<file path="src/inc/arc_pkg.sv">
/*
 * arc_pkg: register map, field layout, bus answers, timing counts and state
 * types shared by the converter control block and its conversion engine.
 * assumes: a 200 MHz single clock and an AXI4-Lite master with 32-bit data.
 */
package arc_pkg;

    // register byte offsets
    localparam int ADDR_W = 5;
    localparam logic [ADDR_W-1:0] OFF_MODE = 5'h00;
    localparam logic [ADDR_W-1:0] OFF_CHAN = 5'h04;
    localparam logic [ADDR_W-1:0] OFF_RESULT = 5'h08;
    localparam logic [ADDR_W-1:0] OFF_PF_MODE = 5'h0c;
    localparam logic [ADDR_W-1:0] OFF_PF_THR = 5'h10;
    localparam logic [ADDR_W-1:0] OFF_IRQ_STAT = 5'h14;
    localparam logic [ADDR_W-1:0] OFF_IRQ_MASK = 5'h18;

    // field layout
    localparam int REG_W = 8;
    localparam int MODE_EN_BIT = 7;
    localparam int MODE_TSEL_LO = 3;
    localparam int TSEL_W = 3;
    localparam int CHAN_SEL_W = 2;
    localparam int PF_EN_BIT = 7;
    localparam int PF_DIR_BIT = 6;
    localparam int RESULT_W = 10;
    localparam int IRQ_W = 2;
    localparam int IRQ_DONE_BIT = 0;
    localparam int IRQ_PF_BIT = 1;

    // reset values
    localparam logic [REG_W-1:0] RST_REG = 8'h00;
    localparam logic [IRQ_W-1:0] RST_IRQ = 2'h0;
    localparam logic [RESULT_W-1:0] RST_RESULT = 10'h000;

    // bus answers
    localparam logic [1:0] RESP_OKAY = 2'h0;
    localparam logic [1:0] RESP_SLVERR = 2'h2;

    // timing
    localparam int CLK_PERIOD_NS = 5;
    localparam int SETTLE_US = 14;
    localparam int SETTLE_CYCLES = (SETTLE_US * 1000 + CLK_PERIOD_NS - 1) / CLK_PERIOD_NS;
    localparam int CONV_BASE_CYCLES = 24;
    localparam int CNT_W = 16;

    typedef enum logic [1:0] {
        BUS_IDLE = 2'h0,
        BUS_WAIT = 2'h1,
        BUS_RESP = 2'h2
    } arc_bus_state_t;

    typedef enum logic [1:0] {
        CONV_OFF = 2'h0,
        CONV_SETTLE = 2'h1,
        CONV_RUN = 2'h2
    } arc_conv_state_t;

endpackage : arc_pkg

</file>
<file path="src/design/arc_conv.sv">
/*
 * arc_conv: conversion engine; settles after power-up, then converts
 * continuously, one result per conversion period set by the time select.
 * assumes: the analog front end presents a stable digital sample on sample.
 */
`timescale 1ns/10ps
module arc_conv #(
    parameter int BASE_CYCLES = arc_pkg::CONV_BASE_CYCLES,
    parameter int SETTLE = arc_pkg::SETTLE_CYCLES
) (
    // clock and reset
    input wire logic clk,
    input wire logic srst,
    // control
    input wire logic run,
    input wire logic restart,
    input wire logic [arc_pkg::TSEL_W-1:0] time_sel,
    input wire logic [arc_pkg::RESULT_W-1:0] sample,
    // result
    output logic done,
    output logic [arc_pkg::RESULT_W-1:0] result
);

    arc_pkg::arc_conv_state_t state, next_state;
    logic [arc_pkg::CNT_W-1:0] cnt, next_cnt, conv_len;
    logic next_done;
    logic [arc_pkg::RESULT_W-1:0] next_result;

    assign conv_len = arc_pkg::CNT_W'((32'(time_sel) + 32'h1) * 32'(BASE_CYCLES));

    ////////////////////////////////////////////////////////////////////////
    always_comb begin
        next_state = state;
        next_cnt = cnt + 16'h1;
        next_done = 1'h0;
        next_result = result;
        unique case (state)
            arc_pkg::CONV_OFF: begin
                next_cnt = 16'h0;
                if (run) begin
                    next_state = arc_pkg::CONV_SETTLE;
                end
            end
            arc_pkg::CONV_SETTLE: begin
                if (cnt == arc_pkg::CNT_W'(SETTLE - 1)) begin
                    next_state = arc_pkg::CONV_RUN;
                    next_cnt = 16'h0;
                end
            end
            arc_pkg::CONV_RUN: begin
                if (cnt == conv_len - 16'h1) begin
                    next_done = 1'h1;
                    next_result = sample;
                    next_cnt = 16'h0;
                end
            end
            default: begin
                next_state = arc_pkg::CONV_OFF;
            end
        endcase
        // a changed setting abandons the conversion in flight
        if (restart && state == arc_pkg::CONV_RUN) begin
            next_cnt = 16'h0;
            next_done = 1'h0;
            next_result = result;
        end
        if (!run) begin
            next_state = arc_pkg::CONV_OFF;
            next_done = 1'h0;
        end
    end

    always_ff @(posedge clk) begin
        if (srst) begin
            state <= arc_pkg::CONV_OFF;
            cnt <= 16'h0;
            done <= 1'h0;
            result <= arc_pkg::RST_RESULT;
        end else begin
            state <= next_state;
            cnt <= next_cnt;
            done <= next_done;
            result <= next_result;
        end
    end

    ////////////////////////////////////////////////////////////////////////
    // helper: cycles since the last result or restart
    logic [arc_pkg::CNT_W-1:0] gap;
    logic gap_ok;
    always_ff @(posedge clk) begin
        if (srst || !run || restart) begin
            gap <= 16'h0;
            gap_ok <= 1'h0;
        end else if (done) begin
            gap <= 16'h1;
            gap_ok <= 1'h1;
        end else begin
            gap <= gap + 16'h1;
        end
    end

    property p_conv_period;
        @(posedge clk) disable iff (srst)
        (done && gap_ok && $stable(time_sel)) |-> (gap == conv_len);
    endproperty
    a_conv_period: assert property (p_conv_period) else $error("conversion period wrong");

endmodule : arc_conv

</file>
<file path="src/design/arc_ctrl.sv">
/*
 * arc_ctrl: AXI4-Lite register front of the A/D converter and its
 * power-fail comparator, with sticky event status, mask and interrupt.
 * assumes: one AXI4-Lite master, standby driven by the power manager,
 * a 10-bit sample from the analog front end for the selected channel.
 */
`timescale 1ns/10ps
module arc_ctrl #(
    parameter int BASE_CYCLES = arc_pkg::CONV_BASE_CYCLES
) (
    // clock and reset
    input wire logic clk,
    input wire logic srst,
    // write address and data
    input wire logic awvalid,
    output logic awready,
    input wire logic [31:0] awaddr,
    input wire logic [2:0] awprot,
    input wire logic wvalid,
    output logic wready,
    input wire logic [31:0] wdata,
    input wire logic [3:0] wstrb,
    // write response
    output logic bvalid,
    input wire logic bready,
    output logic [1:0] bresp,
    // read
    input wire logic arvalid,
    output logic arready,
    input wire logic [31:0] araddr,
    input wire logic [2:0] arprot,
    output logic rvalid,
    input wire logic rready,
    output logic [31:0] rdata,
    output logic [1:0] rresp,
    // analog side
    input wire logic standby,
    input wire logic [arc_pkg::RESULT_W-1:0] sample,
    output logic [arc_pkg::CHAN_SEL_W-1:0] analog_channel,
    output logic conv_active,
    // interrupt
    output logic irq
);

    ////////////////////////////////////////////////////////////////////////
    function automatic logic is_mapped(input logic [arc_pkg::ADDR_W-1:0] a);
        return a == arc_pkg::OFF_MODE || a == arc_pkg::OFF_CHAN ||
            a == arc_pkg::OFF_RESULT || a == arc_pkg::OFF_PF_MODE ||
            a == arc_pkg::OFF_PF_THR || a == arc_pkg::OFF_IRQ_STAT ||
            a == arc_pkg::OFF_IRQ_MASK;
    endfunction : is_mapped

    function automatic logic in_window(input logic [31:0] a);
        return a[31:arc_pkg::ADDR_W] == '0;
    endfunction : in_window

    function automatic logic wr_needs_wait(input logic [arc_pkg::ADDR_W-1:0] a);
        return a == arc_pkg::OFF_MODE || a == arc_pkg::OFF_CHAN ||
            a == arc_pkg::OFF_PF_MODE || a == arc_pkg::OFF_PF_THR;
    endfunction : wr_needs_wait

    ////////////////////////////////////////////////////////////////////////
    arc_pkg::arc_bus_state_t wr_state, next_wr_state, rd_state, next_rd_state;
    logic [arc_pkg::ADDR_W-1:0] wr_addr, next_wr_addr, rd_addr, next_rd_addr;
    logic wr_ok, next_wr_ok, rd_ok, next_rd_ok;
    logic [arc_pkg::REG_W-1:0] wr_byte, next_wr_byte;
    logic wr_lane, next_wr_lane;
    logic next_awready, next_wready, next_bvalid, next_arready, next_rvalid;
    logic [1:0] next_bresp, next_rresp;
    logic [31:0] next_rdata;
    logic [arc_pkg::REG_W-1:0] mode, next_mode, chan, next_chan;
    logic [arc_pkg::REG_W-1:0] pf_mode, next_pf_mode, pf_thr, next_pf_thr;
    logic [arc_pkg::IRQ_W-1:0] status, next_status, mask, next_mask, set_ev, clr_ev;
    logic next_irq, next_conv_active, restart, next_restart, commit;
    logic conv_done, pf_hit;
    logic [arc_pkg::RESULT_W-1:0] result;
    logic [arc_pkg::REG_W-1:0] res_hi;

    assign res_hi = result[arc_pkg::RESULT_W-1 -: arc_pkg::REG_W];

    ////////////////////////////////////////////////////////////////////////
    // write path: address and data taken in either order
    always_comb begin
        next_wr_state = wr_state;
        next_wr_addr = wr_addr;
        next_wr_ok = wr_ok;
        next_wr_byte = wr_byte;
        next_wr_lane = wr_lane;
        next_awready = awready;
        next_wready = wready;
        next_bvalid = bvalid;
        next_bresp = bresp;
        commit = 1'h0;
        if (awvalid && awready) begin
            next_wr_addr = awaddr[arc_pkg::ADDR_W-1:0];
            next_wr_ok = in_window(awaddr) && is_mapped(awaddr[arc_pkg::ADDR_W-1:0]) &&
                awaddr[arc_pkg::ADDR_W-1:0] != arc_pkg::OFF_RESULT;
            next_awready = 1'h0;
        end
        if (wvalid && wready) begin
            next_wr_byte = wdata[arc_pkg::REG_W-1:0];
            next_wr_lane = wstrb[0];
            next_wready = 1'h0;
        end
        unique case (wr_state)
            arc_pkg::BUS_IDLE: begin
                if (!awready && !wready) begin
                    if (wr_ok && wr_needs_wait(wr_addr)) begin
                        next_wr_state = arc_pkg::BUS_WAIT;
                    end else begin
                        commit = 1'h1;
                        next_bvalid = 1'h1;
                        next_bresp = wr_ok ? arc_pkg::RESP_OKAY : arc_pkg::RESP_SLVERR;
                        next_wr_state = arc_pkg::BUS_RESP;
                    end
                end
            end
            arc_pkg::BUS_WAIT: begin
                commit = 1'h1;
                next_bvalid = 1'h1;
                next_bresp = arc_pkg::RESP_OKAY;
                next_wr_state = arc_pkg::BUS_RESP;
            end
            arc_pkg::BUS_RESP: begin
                if (bready) begin
                    next_bvalid = 1'h0;
                    next_awready = 1'h1;
                    next_wready = 1'h1;
                    next_wr_state = arc_pkg::BUS_IDLE;
                end
            end
            default: begin
                next_wr_state = arc_pkg::BUS_IDLE;
            end
        endcase
    end

    ////////////////////////////////////////////////////////////////////////
    // register file, events and interrupt
    always_comb begin
        next_mode = mode;
        next_chan = chan;
        next_pf_mode = pf_mode;
        next_pf_thr = pf_thr;
        next_mask = mask;
        next_restart = 1'h0;
        clr_ev = '0;
        if (commit && wr_ok && wr_lane) begin
            unique case (wr_addr)
                arc_pkg::OFF_MODE: begin
                    next_mode = wr_byte;
                    next_restart = 1'h1;
                end
                arc_pkg::OFF_CHAN: begin
                    // upper bits stored as written; only the low bits steer the mux
                    next_chan = wr_byte;
                    next_restart = 1'h1;
                end
                arc_pkg::OFF_PF_MODE: next_pf_mode = wr_byte;
                arc_pkg::OFF_PF_THR: next_pf_thr = wr_byte;
                arc_pkg::OFF_IRQ_STAT: clr_ev = wr_byte[arc_pkg::IRQ_W-1:0];
                arc_pkg::OFF_IRQ_MASK: next_mask = wr_byte[arc_pkg::IRQ_W-1:0];
                default: begin
                end
            endcase
        end
        pf_hit = conv_done && pf_mode[arc_pkg::PF_EN_BIT] &&
            (pf_mode[arc_pkg::PF_DIR_BIT] ? (res_hi > pf_thr) : (res_hi <= pf_thr));
        set_ev = '0;
        set_ev[arc_pkg::IRQ_DONE_BIT] = conv_done;
        set_ev[arc_pkg::IRQ_PF_BIT] = pf_hit;
        // a new event outranks a clear in the same cycle
        next_status = (status & ~clr_ev) | set_ev;
        next_irq = |(next_status & next_mask);
        // enable and standby decide power; channel may be set before or after
        next_conv_active = next_mode[arc_pkg::MODE_EN_BIT] && !standby;
    end

    ////////////////////////////////////////////////////////////////////////
    // read path
    always_comb begin
        next_rd_state = rd_state;
        next_rd_addr = rd_addr;
        next_rd_ok = rd_ok;
        next_arready = arready;
        next_rvalid = rvalid;
        next_rdata = rdata;
        next_rresp = rresp;
        unique case (rd_state)
            arc_pkg::BUS_IDLE: begin
                if (arvalid && arready) begin
                    next_rd_addr = araddr[arc_pkg::ADDR_W-1:0];
                    next_rd_ok = in_window(araddr) && is_mapped(araddr[arc_pkg::ADDR_W-1:0]);
                    next_arready = 1'h0;
                    next_rd_state = (araddr[arc_pkg::ADDR_W-1:0] == arc_pkg::OFF_RESULT) ?
                        arc_pkg::BUS_WAIT : arc_pkg::BUS_RESP;
                    next_rvalid = !next_rd_state[0];
                end
            end
            arc_pkg::BUS_WAIT: begin
                next_rvalid = 1'h1;
                next_rd_state = arc_pkg::BUS_RESP;
            end
            arc_pkg::BUS_RESP: begin
                if (rready) begin
                    next_rvalid = 1'h0;
                    next_arready = 1'h1;
                    next_rd_state = arc_pkg::BUS_IDLE;
                end
            end
            default: begin
                next_rd_state = arc_pkg::BUS_IDLE;
            end
        endcase
        if (next_rvalid && !rvalid) begin
            next_rresp = next_rd_ok ? arc_pkg::RESP_OKAY : arc_pkg::RESP_SLVERR;
            next_rdata = '0;
            if (next_rd_ok) begin
                unique case (next_rd_addr)
                    arc_pkg::OFF_MODE: next_rdata[arc_pkg::REG_W-1:0] = mode;
                    arc_pkg::OFF_CHAN: next_rdata[arc_pkg::REG_W-1:0] = chan;
                    arc_pkg::OFF_RESULT: next_rdata[arc_pkg::RESULT_W-1:0] = result;
                    arc_pkg::OFF_PF_MODE: next_rdata[arc_pkg::REG_W-1:0] = pf_mode;
                    arc_pkg::OFF_PF_THR: next_rdata[arc_pkg::REG_W-1:0] = pf_thr;
                    arc_pkg::OFF_IRQ_STAT: next_rdata[arc_pkg::IRQ_W-1:0] = status;
                    arc_pkg::OFF_IRQ_MASK: next_rdata[arc_pkg::IRQ_W-1:0] = mask;
                    default: begin
                    end
                endcase
            end
        end
    end

    ////////////////////////////////////////////////////////////////////////
    always_ff @(posedge clk) begin
        if (srst) begin
            wr_state <= arc_pkg::BUS_IDLE;
            rd_state <= arc_pkg::BUS_IDLE;
            wr_addr <= '0;
            rd_addr <= '0;
            wr_ok <= 1'h0;
            rd_ok <= 1'h0;
            wr_byte <= arc_pkg::RST_REG;
            wr_lane <= 1'h0;
            awready <= 1'h1;
            wready <= 1'h1;
            arready <= 1'h1;
            bvalid <= 1'h0;
            rvalid <= 1'h0;
            bresp <= arc_pkg::RESP_OKAY;
            rresp <= arc_pkg::RESP_OKAY;
            rdata <= 32'h0;
            mode <= arc_pkg::RST_REG;
            chan <= arc_pkg::RST_REG;
            pf_mode <= arc_pkg::RST_REG;
            pf_thr <= arc_pkg::RST_REG;
            status <= arc_pkg::RST_IRQ;
            mask <= arc_pkg::RST_IRQ;
            irq <= 1'h0;
            conv_active <= 1'h0;
            restart <= 1'h0;
            analog_channel <= '0;
        end else begin
            wr_state <= next_wr_state;
            rd_state <= next_rd_state;
            wr_addr <= next_wr_addr;
            rd_addr <= next_rd_addr;
            wr_ok <= next_wr_ok;
            rd_ok <= next_rd_ok;
            wr_byte <= next_wr_byte;
            wr_lane <= next_wr_lane;
            awready <= next_awready;
            wready <= next_wready;
            arready <= next_arready;
            bvalid <= next_bvalid;
            rvalid <= next_rvalid;
            bresp <= next_bresp;
            rresp <= next_rresp;
            rdata <= next_rdata;
            mode <= next_mode;
            chan <= next_chan;
            pf_mode <= next_pf_mode;
            pf_thr <= next_pf_thr;
            status <= next_status;
            mask <= next_mask;
            irq <= next_irq;
            conv_active <= next_conv_active;
            restart <= next_restart;
            analog_channel <= next_chan[arc_pkg::CHAN_SEL_W-1:0];
        end
    end

    arc_conv #(
        .BASE_CYCLES(BASE_CYCLES),
        .SETTLE(arc_pkg::SETTLE_CYCLES)
    ) u_conv (
        .clk(clk),
        .srst(srst),
        .run(conv_active),
        .restart(restart),
        .time_sel(mode[arc_pkg::MODE_TSEL_LO +: arc_pkg::TSEL_W]),
        .sample(sample),
        .done(conv_done),
        .result(result)
    );

    ////////////////////////////////////////////////////////////////////////
    logic wr_take;
    assign wr_take = wr_state == arc_pkg::BUS_IDLE && !awready && !wready && wr_ok;

    property p_mode_wait;
        @(posedge clk) disable iff (srst)
        (wr_take && wr_addr == arc_pkg::OFF_MODE) |=> !bvalid ##1 bvalid;
    endproperty
    a_mode_wait: assert property (p_mode_wait) else $error("mode write not stretched");

    property p_chan_wait;
        @(posedge clk) disable iff (srst)
        (wr_take && wr_addr == arc_pkg::OFF_CHAN) |=> !bvalid ##1 bvalid;
    endproperty
    a_chan_wait: assert property (p_chan_wait) else $error("chan write not stretched");

    property p_pfm_wait;
        @(posedge clk) disable iff (srst)
        (wr_take && wr_addr == arc_pkg::OFF_PF_MODE) |=> !bvalid ##1 bvalid;
    endproperty
    a_pfm_wait: assert property (p_pfm_wait) else $error("pf mode write not stretched");

    property p_pft_wait;
        @(posedge clk) disable iff (srst)
        (wr_take && wr_addr == arc_pkg::OFF_PF_THR) |=> !bvalid ##1 bvalid;
    endproperty
    a_pft_wait: assert property (p_pft_wait) else $error("pf thr write not stretched");

    property p_result_wait;
        @(posedge clk) disable iff (srst)
        (arvalid && arready && araddr == 32'(arc_pkg::OFF_RESULT)) |=> !rvalid ##1 rvalid;
    endproperty
    a_result_wait: assert property (p_result_wait) else $error("result read too fast");

    property p_standby_stop;
        @(posedge clk) disable iff (srst)
        // conv_active lags standby by one cycle, so a last result may still land
        standby ##1 standby |=> !conv_done && !conv_active;
    endproperty
    a_standby_stop: assert property (p_standby_stop) else $error("ran in standby");

    property p_done_flag;
        @(posedge clk) disable iff (srst)
        conv_done |=> status[arc_pkg::IRQ_DONE_BIT] && (result == $past(sample, 2));
    endproperty
    a_done_flag: assert property (p_done_flag) else $error("completion not flagged");

    property p_irq_level;
        @(posedge clk) disable iff (srst)
        |(status & mask) |-> irq;
    endproperty
    a_irq_level: assert property (p_irq_level) else $error("interrupt not raised");

    c_mode_write: cover property (@(posedge clk) disable iff (srst)
        wr_take && wr_addr == arc_pkg::OFF_MODE);
    c_result_read: cover property (@(posedge clk) disable iff (srst)
        rvalid && rready && rd_addr == arc_pkg::OFF_RESULT);
    c_pf_event: cover property (@(posedge clk) disable iff (srst) pf_hit);
    c_irq: cover property (@(posedge clk) disable iff (srst) $rose(irq));

endmodule : arc_ctrl

</file>
<file path="config.mk">
export PLATFORM = sky130hd
export DESIGN_NAME = arc_ctrl
export DESIGN_NICKNAME = d
export VERILOG_FILES = /design/src/inc/arc_pkg.sv /design/src/design/arc_conv.sv /design/src/design/arc_ctrl.sv
export SDC_FILE = /design/constraint.sdc
export NUM_CORES = 1
export LEC_CHECK = 0
export BUFFER_PORTS_ARGS = -buffer_cell sky130_fd_sc_hd__buf_2
export CORE_MARGIN = 1
export CORE_UTILIZATION = 45
export CTS_BUF_LIST = sky130_fd_sc_hd__clkbuf_4 sky130_fd_sc_hd__clkbuf_8
export DETAILED_ROUTE_END_ITERATION = 8
export PLACE_DENSITY_LB_ADDON = 0.08
export SYNTH_ARGS = -nofsm -noshare
export SYNTH_HDL_FRONTEND = slang
export SYNTH_SLANG_ARGS = --single-unit
</file>
<file path="constraint.sdc">
create_clock -name clk -period 5.9 [get_ports clk]
set_input_delay 0 -clock clk [delete_from_list [all_inputs] [get_ports clk]]
set_output_delay 0 -clock clk [all_outputs]
set_load 0.005 [all_outputs]
</file>
==> Implementation_results.wiki, run 1 <==
{| class="wikitable"
! Metric !! Value
|-
| Outcome || complete, no violations
|-
| Die width || 114.1 µm
|-
| Final hold slack || 0.01738 ns
|-
| Area of the die || approximately 13,000 µm²
|-
| Count of unresolved DRC violations after routing || 0
|-
| Per-cell routed wire length || 14.01 µm
|-
| Number of search-and-repair iterations in the first detailed-routing pass || 5
|-
| Clk sink count || 110
|-
| Tot GR Track Use || 21.28%
|-
| Post-synthesis cell count || roughly 670
|-
| Maximum clock frequency || 251.7 MHz
|-
| Capture instance of the worst register-to-register path || u_conv.cnt[13]
|-
| Met2 Routed Length || 6.473 mm
|-
| Final Hold Vio Count || 0
|-
| Dominant register cell in the synthesized netlist || sky130_fd_sc_hd__dfxtp_1
|-
| Longest Clk Path Bufs || 2
|-
| Number of standard-cell rows in the floorplan || 40
|-
| Top area cells in the synthesized netlist || sky130_fd_sc_hd__dfxtp_1 39%, sky130_fd_sc_hd__mux2i_1 8.0%, sky130_fd_sc_hd__nor2_1 5.0%
|-
| Global-route wire length before repair || 22.21 mm
|-
| Chip height || 114.1 µm
|-
| Tmin final || 3.974 ns
|-
| Yosys warning count || 0
|-
| Antenna Diode Count || 0
|-
| Clock Root Buffer || sky130_fd_sc_hd__clkbuf_8
|-
| Detailed-route wire length || 13.61 mm
|-
| Summed area of non-filler cells in the final layout || 6790 µm²
|-
| Avg Synthesized Cell Area || ~8.5 µm²
|-
| Via count of the first global-routing pass || 4,664
|-
| Post-layout util || 56.06%
|-
| CP Capture Point || u_conv.cnt[13]
|-
| Number of buffers added by the clock tree synthesis step || 9
|-
| Startpoint Class || register
|-
| Nature of the critical path endpoint || register
|-
| Relative slew slack || 35.01%
|-
| Largest fanout on the critical path || 12
|-
| Effective utilization at floorplan || 46.67%
|-
| Worst setup path category || reg -> reg
|-
| Share of the synthesized area in compound gates (AO/OA/AOI/OAI) || 14.08%
|-
| Final setup violation count || 0
|-
| Worst Reg2Reg Path Length in Cells || 11
|-
| Area of the core || 12,110 µm²
|-
| RSZ-0062 raised after global routing || no
|-
| Area share of fa/ha/maj cells after synthesis || 3.896%
|-
| Data arrival, critical path || 4.22 ns
|-
| Worst-case setup slack after placement || approximately 1.9 ns
|-
| Sum of negative setup slack || 0 ns
|-
| Layout Skew || 0.01036 ns
|-
| Netlist Area Pre-Place || 5653 µm²
|-
| Distinct cells, synth || 66
|-
| CP Launch Point || mode[3]
|-
| Worst hold path type || in -> reg
|-
| Initial antenna violation count || 0
|-
| Post-detail-place hpwl || ~10 mm
|-
| Clock slew at the register clock pins of the worst setup and hold paths || 0.10 ns
|-
| Number of pins exceeding their max-slew limit in the final report || 0
|-
| Reg2Reg Setup Slack || 1.93 ns
|-
| EDFF count, synth || 0
|-
| Register area share after synthesis || roughly two fifths
|-
| Instance area after placement || approximately 6200 µm²
|-
| Wl on met1 || 6.452 mm
|-
| Slew at the pin closest to its max-slew limit || 0.9478 ns
|-
| Syn-to-layout area delta || 20.12%
|-
| Avg Vias per Cell || 5.280
|-
| Uppermost layer routed || met4
|-
| Port Buffer Count || 111
|-
| FF+latch count, synth || between 100 and 150
|-
| Number of maximum-capacitance violations || 0
|-
| Total number of H-tree levels || 3
|-
| Post-synth top area share || 38.96%
|-
| Resize count post-CTS || 0
|-
| Drt initial violations || 275
|-
| XOR/XNOR share of the synthesized area || 4.006%
|-
| Routed wl met3 || 532 µm
|-
| Proportion of layout cells with a drive suffix above 1 || 17.68%
|-
| Critical Path RT || 6.14 ns
|-
| Clock latency on the worst-skew pair || 0.37 ns
|-
| Fraction of synthesis flops using an asynchronous set or reset pin || 0%
|-
| I/O pin count || 169
|-
| R2R Path Start || mode[3]
|-
| Global route total overflow || 0
|-
| Antenna Nets Post-Route || 0
|-
| Detailed-route via count || around 5,000
|-
| Share of cell area taken by muxes after synthesis || 8.566%
|-
| Largest net degree at the start of global routing || 86
|-
| TritonCTS clock tree || built
|-
| Cell accounting for the most synthesized area || sky130_fd_sc_hd__dfxtp_1
|-
| Share of the clock period used by the worst path || 67.35%
|-
| Cell Pwr Density || 207.2 nW/µm²
|-
| Fillcell total || 1,141
|-
| Lkg Pwr || 2.884 nW
|-
| Routability congestion estimate from global placement || 0.8846
|-
| Simple-gate portion of the synthesized area || 22.82%
|-
| Final net count || 939
|-
| Minimum setup slack in the final design || 1.926 ns
|-
| Main combinational cell family by area after synthesis || simple AND/OR/NAND/NOR gates
|-
| Worst supply voltage drop on vdd || 121.1 µV
|}
[synth_stat cells (all sizes together) (16+ instances only)]
| cell | number |
|---|---|
| dfxtp | 110 |
| nor4 | 17 |
| buf | 37 |
| clkbuf | 19 |
| nor2 | 75 |
| inv | 20 |
| a21oi | 54 |
| nand3 | 43 |
| nor3 | 25 |
| nand2 | 55 |
| o21ai | 29 |
| ha | 16 |
| mux2i | 45 |
[per-stage QoR]
stage                     power [mW]  cells
final                          1.407    971
after global placement        0.9114    915
after detailed placement      0.9149    915
after global routing           1.465    971
after CTS                      1.416    971
after floorplan               0.8710    690
[critical path, stage by stage (launching register included)]
cell and delay (ns):
sky130_fd_sc_hd__dfxtp_1 0.51, sky130_fd_sc_hd__ha_1 0.22, sky130_fd_sc_hd__xor2_1 0.31, sky130_fd_sc_hd__inv_1 0.13
sky130_fd_sc_hd__fa_1 0.48, sky130_fd_sc_hd__xnor2_2 0.26, sky130_fd_sc_hd__xnor3_4 0.42, sky130_fd_sc_hd__a2111o_1 0.33
sky130_fd_sc_hd__a211oi_2 0.21, sky130_fd_sc_hd__nand4_2 0.40, sky130_fd_sc_hd__a21oi_2 0.46, sky130_fd_sc_hd__nor3_1 0.11
[registers in the layout, summed over array words and instances, names as in the netlist, 5 cells and up]
name and count:
wr_addr 5, u_conv.cnt 16, u_conv.result 10, rdata 10, rd_addr 5, mode 8, pf_thr 8, pf_mode 8
wr_byte 8, chan 8
[what timing repair did]
action,in CTS,in global routing
setup endpoints to repair,0,0
setup buffers,0,0
hold endpoints to repair,33,0
hold buffers,40,0
[how the worst min path moves through the flow]
| stage | to | cells past startpoint | from | slack (ns) |
|---|---|---|---|---|
| after detailed placement | conv_active | 2 | standby | 0.18 |
| after global routing | wr_byte[3] | 3 | wvalid | 0.006 |
| after CTS | wr_byte[3] | 3 | wvalid | 0.004 |
| after floorplan | conv_active | 1 | standby | 0.07 |
| after global placement | conv_active | 2 | standby | 0.18 |
| final | wr_byte[3] | 3 | wvalid | 0.02 |
[final cells by class]
type / instances / area, µm² / area share, %
Clock buffer: 14 / 180.2 / 2.653
Multi-Input combinational cell: 504 / 3113 / 45.84
Clock inverter: 2 / 38.79 / 0.5712
Timing Repair Buffer: 153 / 970.9 / 14.30
Inverter: 20 / 75.07 / 1.106
Sequential cell: 110 / 2202 / 32.43
Tap cell: 168 / 210.2 / 3.096
[layout by cell type, fill, tap and decap left out, types with 5 or more instances in the layout]
cell type,n
sky130_fd_sc_hd__a21o_1,6
sky130_fd_sc_hd__a21oi_1,52
sky130_fd_sc_hd__a22oi_1,7
sky130_fd_sc_hd__a31oi_1,6
sky130_fd_sc_hd__and3_1,7
sky130_fd_sc_hd__buf_2,111
sky130_fd_sc_hd__clkbuf_8,12
sky130_fd_sc_hd__conb_1,24
sky130_fd_sc_hd__dfxtp_1,110
sky130_fd_sc_hd__dlygate4sd3_1,40
sky130_fd_sc_hd__ha_1,16
sky130_fd_sc_hd__inv_1,20
sky130_fd_sc_hd__mux2i_1,45
sky130_fd_sc_hd__nand2_1,55
sky130_fd_sc_hd__nand3_1,43
sky130_fd_sc_hd__nand4_1,8
sky130_fd_sc_hd__nor2_1,75
sky130_fd_sc_hd__nor2b_1,11
sky130_fd_sc_hd__nor3_1,24
sky130_fd_sc_hd__nor4_1,16
sky130_fd_sc_hd__o21ai_0,19
sky130_fd_sc_hd__o21ai_1,9
sky130_fd_sc_hd__or3_1,5
sky130_fd_sc_hd__xnor2_1,9
sky130_fd_sc_hd__xor2_1,12
[logic make-up (layout without fill, tap and decap cells)]
group,Yosys count,in the layout
multiplexers,48,48
buffers and inverters,76,189
AND/OR/NAND/NOR,264,264
AO/OA/AOI/OAI,128,128
XOR/XNOR,23,23
other,1,24
flip-flops,110,110
adder cells (fa/ha/maj),17,17
[layer usage]
metal / track usage, % / vias up
met5: 0 / -
met4: 5.801 / 0
met3: 2.435 / 15
met2: 34.91 / 145
met1: 29.65 / 2388
li1: - / 2579
[report_power, final]
group          switching (mW)  leakage [nW]  total (mW)  internal (mW)
clock                   0.246         0.114       0.488          0.242
combinational          0.0782          1.88       0.146         0.0680
sequential             0.0178         0.890       0.773          0.755
total                   0.342          2.88        1.41           1.06
No activity file was read; power rests on OpenSTA's default activity.
==> run 2, diff against run 1 <==
==> constraint.sdc (replaced) <==
create_clock -name clk -period 3.9 [get_ports clk]
set_input_delay 0 -clock clk [delete_from_list [all_inputs] [get_ports clk]]
set_output_delay 0 -clock clk [all_outputs]
set_load 0.005 [all_outputs]
==> run 2 against run 1 <==
Net effect: die area did not move; sequential share of layout area decreased by 0.51 points; largest power group unchanged; largest cell class unchanged; combinational power rose by 60%; total power rose by 54%; setup slack worse by 1.5 ns; wire length is 0.24% higher; highest routed layer unchanged; count of clock-buffer cells in the layout down 3; global-route usage about the same; critical path depth is the same; maximum frequency grew 14%; sequential power is 51% higher.
==> Implementation_results.wiki, run 2 (synthesis results as in run 1) <==
{| class="wikitable"
! Metric !! Value
|-
| Outcome || complete, no violations (unchanged)
|-
| Per-cell routed wire length || 13.89 µm (was 14.01 µm)
|-
| Reported net switching power || 530.5 µW (was 341.8 µW)
|-
| Final Hold Vio Count || 0 (unchanged)
|-
| Instance area after placement || 6201 µm² (was 6171 µm²)
|-
| Count of unresolved DRC violations after routing || 0 (unchanged)
|-
| Antenna Nets Post-Route || 0 (unchanged)
|-
| Post-detail-place hpwl || 10.11 mm (was 10.05 mm)
|-
| Longest Clk Path Bufs || 2 (unchanged)
|-
| Max FFs per register || 16 (unchanged)
|-
| Clk sink count || 110 (unchanged)
|-
| Most frequent cells in the layout || 111 x sky130_fd_sc_hd__buf_2, 110 x sky130_fd_sc_hd__dfxtp_1, 75 x sky130_fd_sc_hd__nor2_1 (unchanged)
|-
| Internal power summed over all cells || 1.638 mW (was 1.065 mW)
|-
| Tmin final || 3.486 ns (was 3.974 ns)
|-
| Startpoint Class || register (unchanged)
|-
| Relative slew slack || 33.76% (was 35.01%)
|-
| Proportion of layout cells with a drive suffix above 1 || 17.94% (was 17.68%)
|-
| Lkg Pwr || 2.912 nW (was 2.884 nW)
|-
| Total number of H-tree levels || 3 (unchanged)
|-
| Syn-to-layout area delta || 22.05% (was 20.12%)
|-
| Summed area of non-filler cells in the final layout || 6899 µm² (was 6790 µm²)
|-
| R2R Path Start || mode[4] (was mode[3])
|-
| Number of buffers added by the clock tree synthesis step || 9 (unchanged)
|-
| Tot GR Track Use || 21.32% (was 21.28%)
|-
| Antenna Diode Count || 0 (unchanged)
|-
| Sum of negative setup slack || 0 ns (unchanged)
|-
| Most common library cell in the layout ignoring fill and taps || sky130_fd_sc_hd__buf_2 (unchanged)
|-
| Number of search-and-repair iterations in the first detailed-routing pass || 4 (was 5)
|-
| Number of maximum-capacitance violations || 0 (unchanged)
|-
| Area of the core || 12,110 µm² (unchanged)
|-
| Largest net degree at the start of global routing || 53 (was 86)
|-
| Number of pins exceeding their max-slew limit in the final report || 0 (unchanged)
|-
| Worst hold path type || in -> reg (unchanged)
|-
| Tot Pwr || 2.168 mW (was 1.407 mW)
|-
| Cell Count Post-Placement || 919 (was 915)
|-
| Final net count || 950 (was 939)
|-
| CP Launch Point || mode[4] (was mode[3])
|-
| Avg Vias per Cell || 5.200 (was 5.280)
|-
| Initial antenna violation count || 0 (unchanged)
|-
| Layout Skew || 0.007025 ns (was 0.01036 ns)
|-
| Slew at the pin closest to its max-slew limit || 0.9936 ns (was 0.9478 ns)
|-
| Detailed-route wire length || 13.64 mm (was 13.61 mm)
|-
| Clock slew at the register clock pins of the worst setup and hold paths || 0.10 ns (about the same)
|-
| Largest registers || u_conv.cnt: 16 flops, rdata: 10 flops, u_conv.result: 10 flops (unchanged)
|-
| Cell Pwr Density || 314.3 nW/µm² (was 207.2 nW/µm²)
|-
| Chip height || 114.1 µm (unchanged)
|-
| Fraction of power consumed by combinational cells || 10.7% (was 10.4%)
|-
| Die width || 114.1 µm (unchanged)
|-
| Drt initial violations || 243 (was 275)
|-
| Largest fanout on the critical path || 10 (was 12)
|-
| Resize count post-CTS || 0 (unchanged)
|-
| I/O pin count || 169 (unchanged)
|-
| Routability congestion estimate from global placement || 0.8517 (was 0.8846)
|-
| Sequential power share || 53.9% (was 54.9%)
|-
| TritonCTS clock tree || built (unchanged)
|-
| Global-route wire length before repair || 22.10 mm (was 22.21 mm)
|-
| Data arrival, critical path || 3.78 ns (was 4.22 ns)
|-
| Net switching share of the total power || 24.47% (was 24.30%)
|-
| Share of the clock period used by the worst path || 89.38% (was 67.35%)
|-
| Final setup violation count || 0 (unchanged)
|-
| Clock Root Buffer || sky130_fd_sc_hd__clkbuf_8 (unchanged)
|-
| Cell Count, Final, Fillers Out || 982 (was 971)
|-
| Number of standard-cell rows in the floorplan || 40 (unchanged)
|-
| Worst Reg2Reg Path Length in Cells || 11 (unchanged)
|-
| Global route total overflow || 0 (unchanged)
|-
| Port Buffer Count || 111 (unchanged)
|-
| Largest Register || u_conv.cnt (unchanged)
|-
| Reg2Reg Setup Slack || 0.41 ns (was 1.93 ns)
|-
| RSZ-0062 raised after global routing || no (unchanged)
|-
| Clock share of power || 35.4% (was 34.7%)
|-
| Capture instance of the worst register-to-register path || u_conv.result[6] (was u_conv.cnt[13])
|-
| Clock latency on the worst-skew pair || 0.37 ns (about the same)
|-
| Area of the die || 13,010 µm² (unchanged)
|-
| Nature of the critical path endpoint || register (unchanged)
|-
| CP Capture Point || u_conv.result[6] (was u_conv.cnt[13])
|-
| Effective utilization at floorplan || 46.67% (unchanged)
|-
| Detailed-route via count || 5,106 (was 5,127)
|-
| Via count of the first global-routing pass || 4,627 (was 4,664)
|-
| Maximum clock frequency || 286.9 MHz (was 251.7 MHz)
|-
| Worst setup path category || reg -> reg (unchanged)
|-
| Critical Path RT || 4.20 ns (was 6.14 ns)
|-
| Worst supply voltage drop on vdd || 176.6 µV (was 121.1 µV)
|}
[run 2: cell count changes in the layout (fill, tap and decap cells not counted)]
cell	change
sky130_fd_sc_hd__buf_4	+4
sky130_fd_sc_hd__bufinv_16	+1
sky130_fd_sc_hd__clkbuf_4	-1
sky130_fd_sc_hd__clkbuf_8	-2
sky130_fd_sc_hd__clkinv_4	-1
sky130_fd_sc_hd__clkinvlp_4	+3
sky130_fd_sc_hd__dlygate4sd3_1	+7
[run 2: worst min path at each step]
stage | from | to | slack (ns) | depth (start not counted)
floorplan | standby | conv_active | 0.07 | 1
global placement | standby | conv_active | 0.19 | 2
detailed placement | standby | conv_active | 0.18 | 2
CTS | araddr[2] | rd_state[0] | 0.005 | 4
global route | araddr[2] | rd_state[0] | 0.03 | 4
finish | araddr[2] | rd_state[0] | 0.03 | 4
[run 2: repair_timing]
action	4_1_cts	5_1_grt
setup buffers	0	0
endpoints found under the hold margin	34	0
hold buffers	47	0
[run 2: metal layers]
layer	wire [µm]	track usage, %
met1	6537	29.10
met2	6295	34.59
met3	578	3.176
met4	227	7.013
met5	0	0
[run 2: through the flow]
step           hold slack [ns]  util, %  setup slack [ns]
6_report               0.03160    56.96            0.4141
5_1_grt                0.03374    56.96           0.04985
4_1_cts               0.004921    56.96            0.4079
3_5_place_dp            0.1792    51.20            0.4465
3_3_place_gp            0.1872    51.20            0.4819
2_1_floorplan          0.07087        -            0.6386
[run 2: final cells by class]
type	count	area, µm²
multi-input combinational	504	3113
fill	1176	5213
tap	168	210.2
sequential	110	2202
inverter	20	75.07
clock inverter	5	82.58
timing repair buffer	164	1071
clock buffer	11	145.1
[run 2: power groups by stage]
stage / clock network (mW) / logic, mW / registers [mW]
after floorplan: 0 / 0.137 / 1.18
after global placement: 0 / 0.190 / 1.19
after detailed placement: 0 / 0.193 / 1.19
after CTS: 0.785 / 0.230 / 1.17
after global routing: 0.829 / 0.257 / 1.17
final: 0.767 / 0.233 / 1.17
[run 2: critical path, stage by stage, from the launching register on]
cell                       delay, ns
sky130_fd_sc_hd__dfxtp_1        0.44
sky130_fd_sc_hd__ha_1           0.20
sky130_fd_sc_hd__xor2_1         0.19
sky130_fd_sc_hd__inv_1          0.11
sky130_fd_sc_hd__fa_1           0.47
sky130_fd_sc_hd__xnor2_2        0.26
sky130_fd_sc_hd__xnor3_4        0.42
sky130_fd_sc_hd__a2111o_1       0.33
sky130_fd_sc_hd__a211oi_2       0.21
sky130_fd_sc_hd__and4_1         0.48
sky130_fd_sc_hd__nand3_1        0.13
sky130_fd_sc_hd__a21oi_1        0.17
==> run 3, diff against run 2 <==
--- a/config.mk
+++ b/config.mk
@@ -10,7 +10,7 @@
 export CORE_UTILIZATION = 45
 export CTS_BUF_LIST = sky130_fd_sc_hd__clkbuf_4 sky130_fd_sc_hd__clkbuf_8
 export DETAILED_ROUTE_END_ITERATION = 8
-export PLACE_DENSITY_LB_ADDON = 0.08
+export PLACE_DENSITY = 0.71
 export SYNTH_ARGS = -nofsm -noshare
 export SYNTH_HDL_FRONTEND = slang
 export SYNTH_SLANG_ARGS = --single-unit
==> run 3 against run 2 <==
Net effect: sequential share of layout area is 0.10 points higher; critical path type unchanged; clock skew is 0.0034 ns higher; worst hold slack worse by 0.015 ns; largest cell class unchanged; highest routed layer unchanged.
==> Implementation_results.wiki, run 3 (synthesis results as in run 1) <==
{| class="wikitable"
! Metric !! Value
|-
| Outcome || complete, no violations (unchanged)
|-
| Antenna Diode Count || 0 (unchanged)
|-
| Per-cell routed wire length || 13.96 µm (was 13.89 µm)
|-
| Hold EP || arready (was rd_state[0])
|-
| Worst hold path type || in -> reg (unchanged)
|-
| Effective utilization at floorplan || 46.67% (unchanged)
|-
| Tot Pwr || 2.106 mW (was 2.168 mW)
|-
| Global-route wire length before repair || 22.13 mm (was 22.10 mm)
|-
| Reg2Reg Setup Slack || 0.40 ns (was 0.41 ns)
|-
| Post-detail-place hpwl || 10.23 mm (was 10.11 mm)
|-
| Tmin final || 3.498 ns (was 3.486 ns)
|-
| Instance area after placement || 6201 µm² (unchanged)
|-
| Number of search-and-repair iterations in the first detailed-routing pass || 5 (was 4)
|-
| Global route total overflow || 0 (unchanged)
|-
| Most frequent cells in the layout || 111 x sky130_fd_sc_hd__buf_2, 110 x sky130_fd_sc_hd__dfxtp_1, 75 x sky130_fd_sc_hd__nor2_1 (unchanged)
|-
| Number of buffers inserted to repair setup after CTS || 0 (unchanged)
|-
| Layout Skew || 0.01047 ns (was 0.007025 ns)
|-
| RSZ-0062 raised after global routing || no (unchanged)
|-
| Longest Clk Path Bufs || 2 (unchanged)
|-
| Sequential power share || 55.5% (was 53.9%)
|-
| Largest registers || u_conv.cnt: 16 flops, rdata: 10 flops, u_conv.result: 10 flops (unchanged)
|-
| Clock latency on the worst-skew pair || 0.38 ns (was 0.37 ns)
|-
| Final net count || 950 (unchanged)
|-
| Nature of the critical path endpoint || register (unchanged)
|-
| Lkg Pwr || 2.905 nW (was 2.912 nW)
|-
| Minimum setup slack in the final design || 0.4019 ns (was 0.4141 ns)
|-
| Initial antenna violation count || 0 (unchanged)
|-
| Via count of the first global-routing pass || 4,726 (was 4,627)
|-
| Final Hold Vio Count || 0 (unchanged)
|-
| Detailed-route via count || 5,153 (was 5,106)
|-
| Met1 demand-to-capacity share in global routing || 27.61% (was 29.10%)
|-
| Antenna Nets Post-Route || 0 (unchanged)
|-
| Capture instance of the worst register-to-register path || u_conv.result[8] (was u_conv.result[6])
|-
| Drt initial violations || 255 (was 243)
|-
| Relative slew slack || 43.21% (was 33.76%)
|-
| Data arrival, critical path || 3.75 ns (was 3.78 ns)
|-
| Largest fanout on the critical path || 10 (unchanged)
|-
| Clock Root Buffer || sky130_fd_sc_hd__clkbuf_8 (unchanged)
|-
| Critical Path RT || 4.15 ns (was 4.20 ns)
|-
| Resize count post-CTS || 0 (unchanged)
|-
| Largest Register || u_conv.cnt (unchanged)
|-
| CP Launch Point || mode[4] (unchanged)
|-
| Number of maximum-capacitance violations || 0 (unchanged)
|-
| TritonCTS clock tree || built (unchanged)
|-
| Cell Pwr Density || 306.3 nW/µm² (was 314.3 nW/µm²)
|-
| Count of unresolved DRC violations after routing || 0 (unchanged)
|-
| Net switching share of the total power || 26.15% (was 24.47%)
|-
| Reported net switching power || 550.8 µW (was 530.5 µW)
|-
| Port Buffer Count || 111 (unchanged)
|-
| Worst Reg2Reg Path Length in Cells || 12 (was 11)
|-
| Max FFs per register || 16 (unchanged)
|-
| Area of the die || 13,010 µm² (unchanged)
|-
| Worst setup path category || reg -> reg (unchanged)
|-
| Most common library cell in the layout ignoring fill and taps || sky130_fd_sc_hd__buf_2 (unchanged)
|-
| Clk sink count || 110 (unchanged)
|-
| Sum of negative setup slack || 0 ns (unchanged)
|-
| Proportion of layout cells with a drive suffix above 1 || 17.94% (unchanged)
|-
| Depth of the worst hold-timing path || 4 (unchanged)
|-
| Clock share of power || 33.7% (was 35.4%)
|-
| Startpoint Class || register (unchanged)
|-
| Syn-to-layout area delta || 21.65% (was 22.05%)
|-
| Number of buffers added by the clock tree synthesis step || 9 (unchanged)
|-
| Worst-case setup slack after placement || 0.4265 ns (was 0.4465 ns)
|-
| Worst supply voltage drop on vdd || 219.7 µV (was 176.6 µV)
|-
| Met2 routing resource usage after global routing || 36.48% (was 34.59%)
|-
| Detailed-route wire length || 13.70 mm (was 13.64 mm)
|-
| Avg Vias per Cell || 5.247 (was 5.200)
|-
| I/O pin count || 169 (unchanged)
|-
| Chip height || 114.1 µm (unchanged)
|-
| Fraction of power consumed by combinational cells || 10.9% (was 10.7%)
|-
| Routability congestion estimate from global placement || 0.8524 (was 0.8517)
|-
| Clock slew at the register clock pins of the worst setup and hold paths || 0.10 ns (about the same)
|-
| Maximum clock frequency || 285.9 MHz (was 286.9 MHz)
|-
| M3 GR Usage || 3.388% (was 3.176%)
|-
| Area of the core || 12,110 µm² (unchanged)
|-
| Die width || 114.1 µm (unchanged)
|-
| Total number of H-tree levels || 3 (unchanged)
|-
| Summed area of non-filler cells in the final layout || 6877 µm² (was 6899 µm²)
|-
| R2R Path Start || mode[4] (unchanged)
|-
| Most used routing layer in global routing || met2 (unchanged)
|-
| Largest net degree at the start of global routing || 46 (was 53)
|-
| Final setup violation count || 0 (unchanged)
|-
| Tot GR Track Use || 21.32% (about the same)
|-
| Number of pins exceeding their max-slew limit in the final report || 0 (unchanged)
|-
| Share of the clock period used by the worst path || 89.70% (was 89.38%)
|-
| Internal power summed over all cells || 1.555 mW (was 1.638 mW)
|-
| Worst hold start || arvalid (was araddr[2])
|-
| Number of standard-cell rows in the floorplan || 40 (unchanged)
|-
| Slew at the pin closest to its max-slew limit || 0.8454 ns (was 0.9936 ns)
|}
-- run 3: cell count changes in the layout (fill, tap and decap cells not counted) --
cell,delta
sky130_fd_sc_hd__clkinv_4,+3
sky130_fd_sc_hd__clkinvlp_4,-2
sky130_fd_sc_hd__inv_6,+2
sky130_fd_sc_hd__bufinv_16,-1
sky130_fd_sc_hd__clkbuf_4,-1
sky130_fd_sc_hd__clkbuf_8,-1
-- run 3: worst max-delay path by stage --
stage / endpoint / slack [ns] / cells past startpoint
2_1_floorplan: u_conv.result[0] / 0.64 / 12
3_3_place_gp: u_conv.cnt[14] / 0.47 / 11
3_5_place_dp: u_conv.result[8] / 0.43 / 12
4_1_cts: u_conv.result[8] / 0.40 / 12
5_1_grt: u_conv.result[6] / 0.15 / 11
6_report: u_conv.result[8] / 0.40 / 12
-- run 3: cell type report --
class,count,area (µm²)
Timing Repair Buffer,164,1071
Fill cell,1115,5235
Multi-Input combinational cell,504,3113
Clock buffer,9,123.9
Inverter,20,75.07
Sequential cell,110,2202
Clock inverter,7,81.33
Tap cell,168,210.2
-- run 3: through the flow --
stage                     util, %  cells  hold slack, ns
after floorplan                 -    690         0.07087
after global placement      51.20    919          0.1947
after detailed placement    51.20    919          0.2052
after CTS                   56.78    982         0.01283
after global routing        56.78    982         0.02932
final                       56.78    982         0.01631
-- run 3: power groups by stage --
stage	Clock [mW]	Combinational, mW	Sequential (mW)
3_3_place_gp	0	0.185	1.19
2_1_floorplan	0	0.137	1.18
4_1_cts	0.724	0.227	1.17
5_1_grt	0.779	0.252	1.17
6_report	0.709	0.229	1.17
3_5_place_dp	0	0.191	1.19
-- run 3: critical path, stage by stage, from the launching register on --
cell	delay (ns)
sky130_fd_sc_hd__dfxtp_1	0.45
sky130_fd_sc_hd__ha_1	0.20
sky130_fd_sc_hd__xor2_1	0.18
sky130_fd_sc_hd__inv_1	0.10
sky130_fd_sc_hd__fa_1	0.47
sky130_fd_sc_hd__xnor2_2	0.26
sky130_fd_sc_hd__xnor3_4	0.42
sky130_fd_sc_hd__a2111o_1	0.33
sky130_fd_sc_hd__a211oi_2	0.21
sky130_fd_sc_hd__nand4_2	0.25
sky130_fd_sc_hd__buf_4	0.26
sky130_fd_sc_hd__o21ai_1	0.15
sky130_fd_sc_hd__a21oi_1	0.09
-- run 3: repair_timing --
| item | 4_1_cts | 5_1_grt |
|---|---|---|
| endpoints found under the hold margin | 33 | 0 |
| endpoints found under the setup margin | 0 | 0 |
| hold buffers | 47 | 0 |
-- run 3: layer usage --
layer / share of wire [%] / vias up
li1: - / 2596
met1: 46 / 2380
met2: 48 / 157
met3: 4.4 / 20
met4: 1.8 / 0
met5: 0 / -
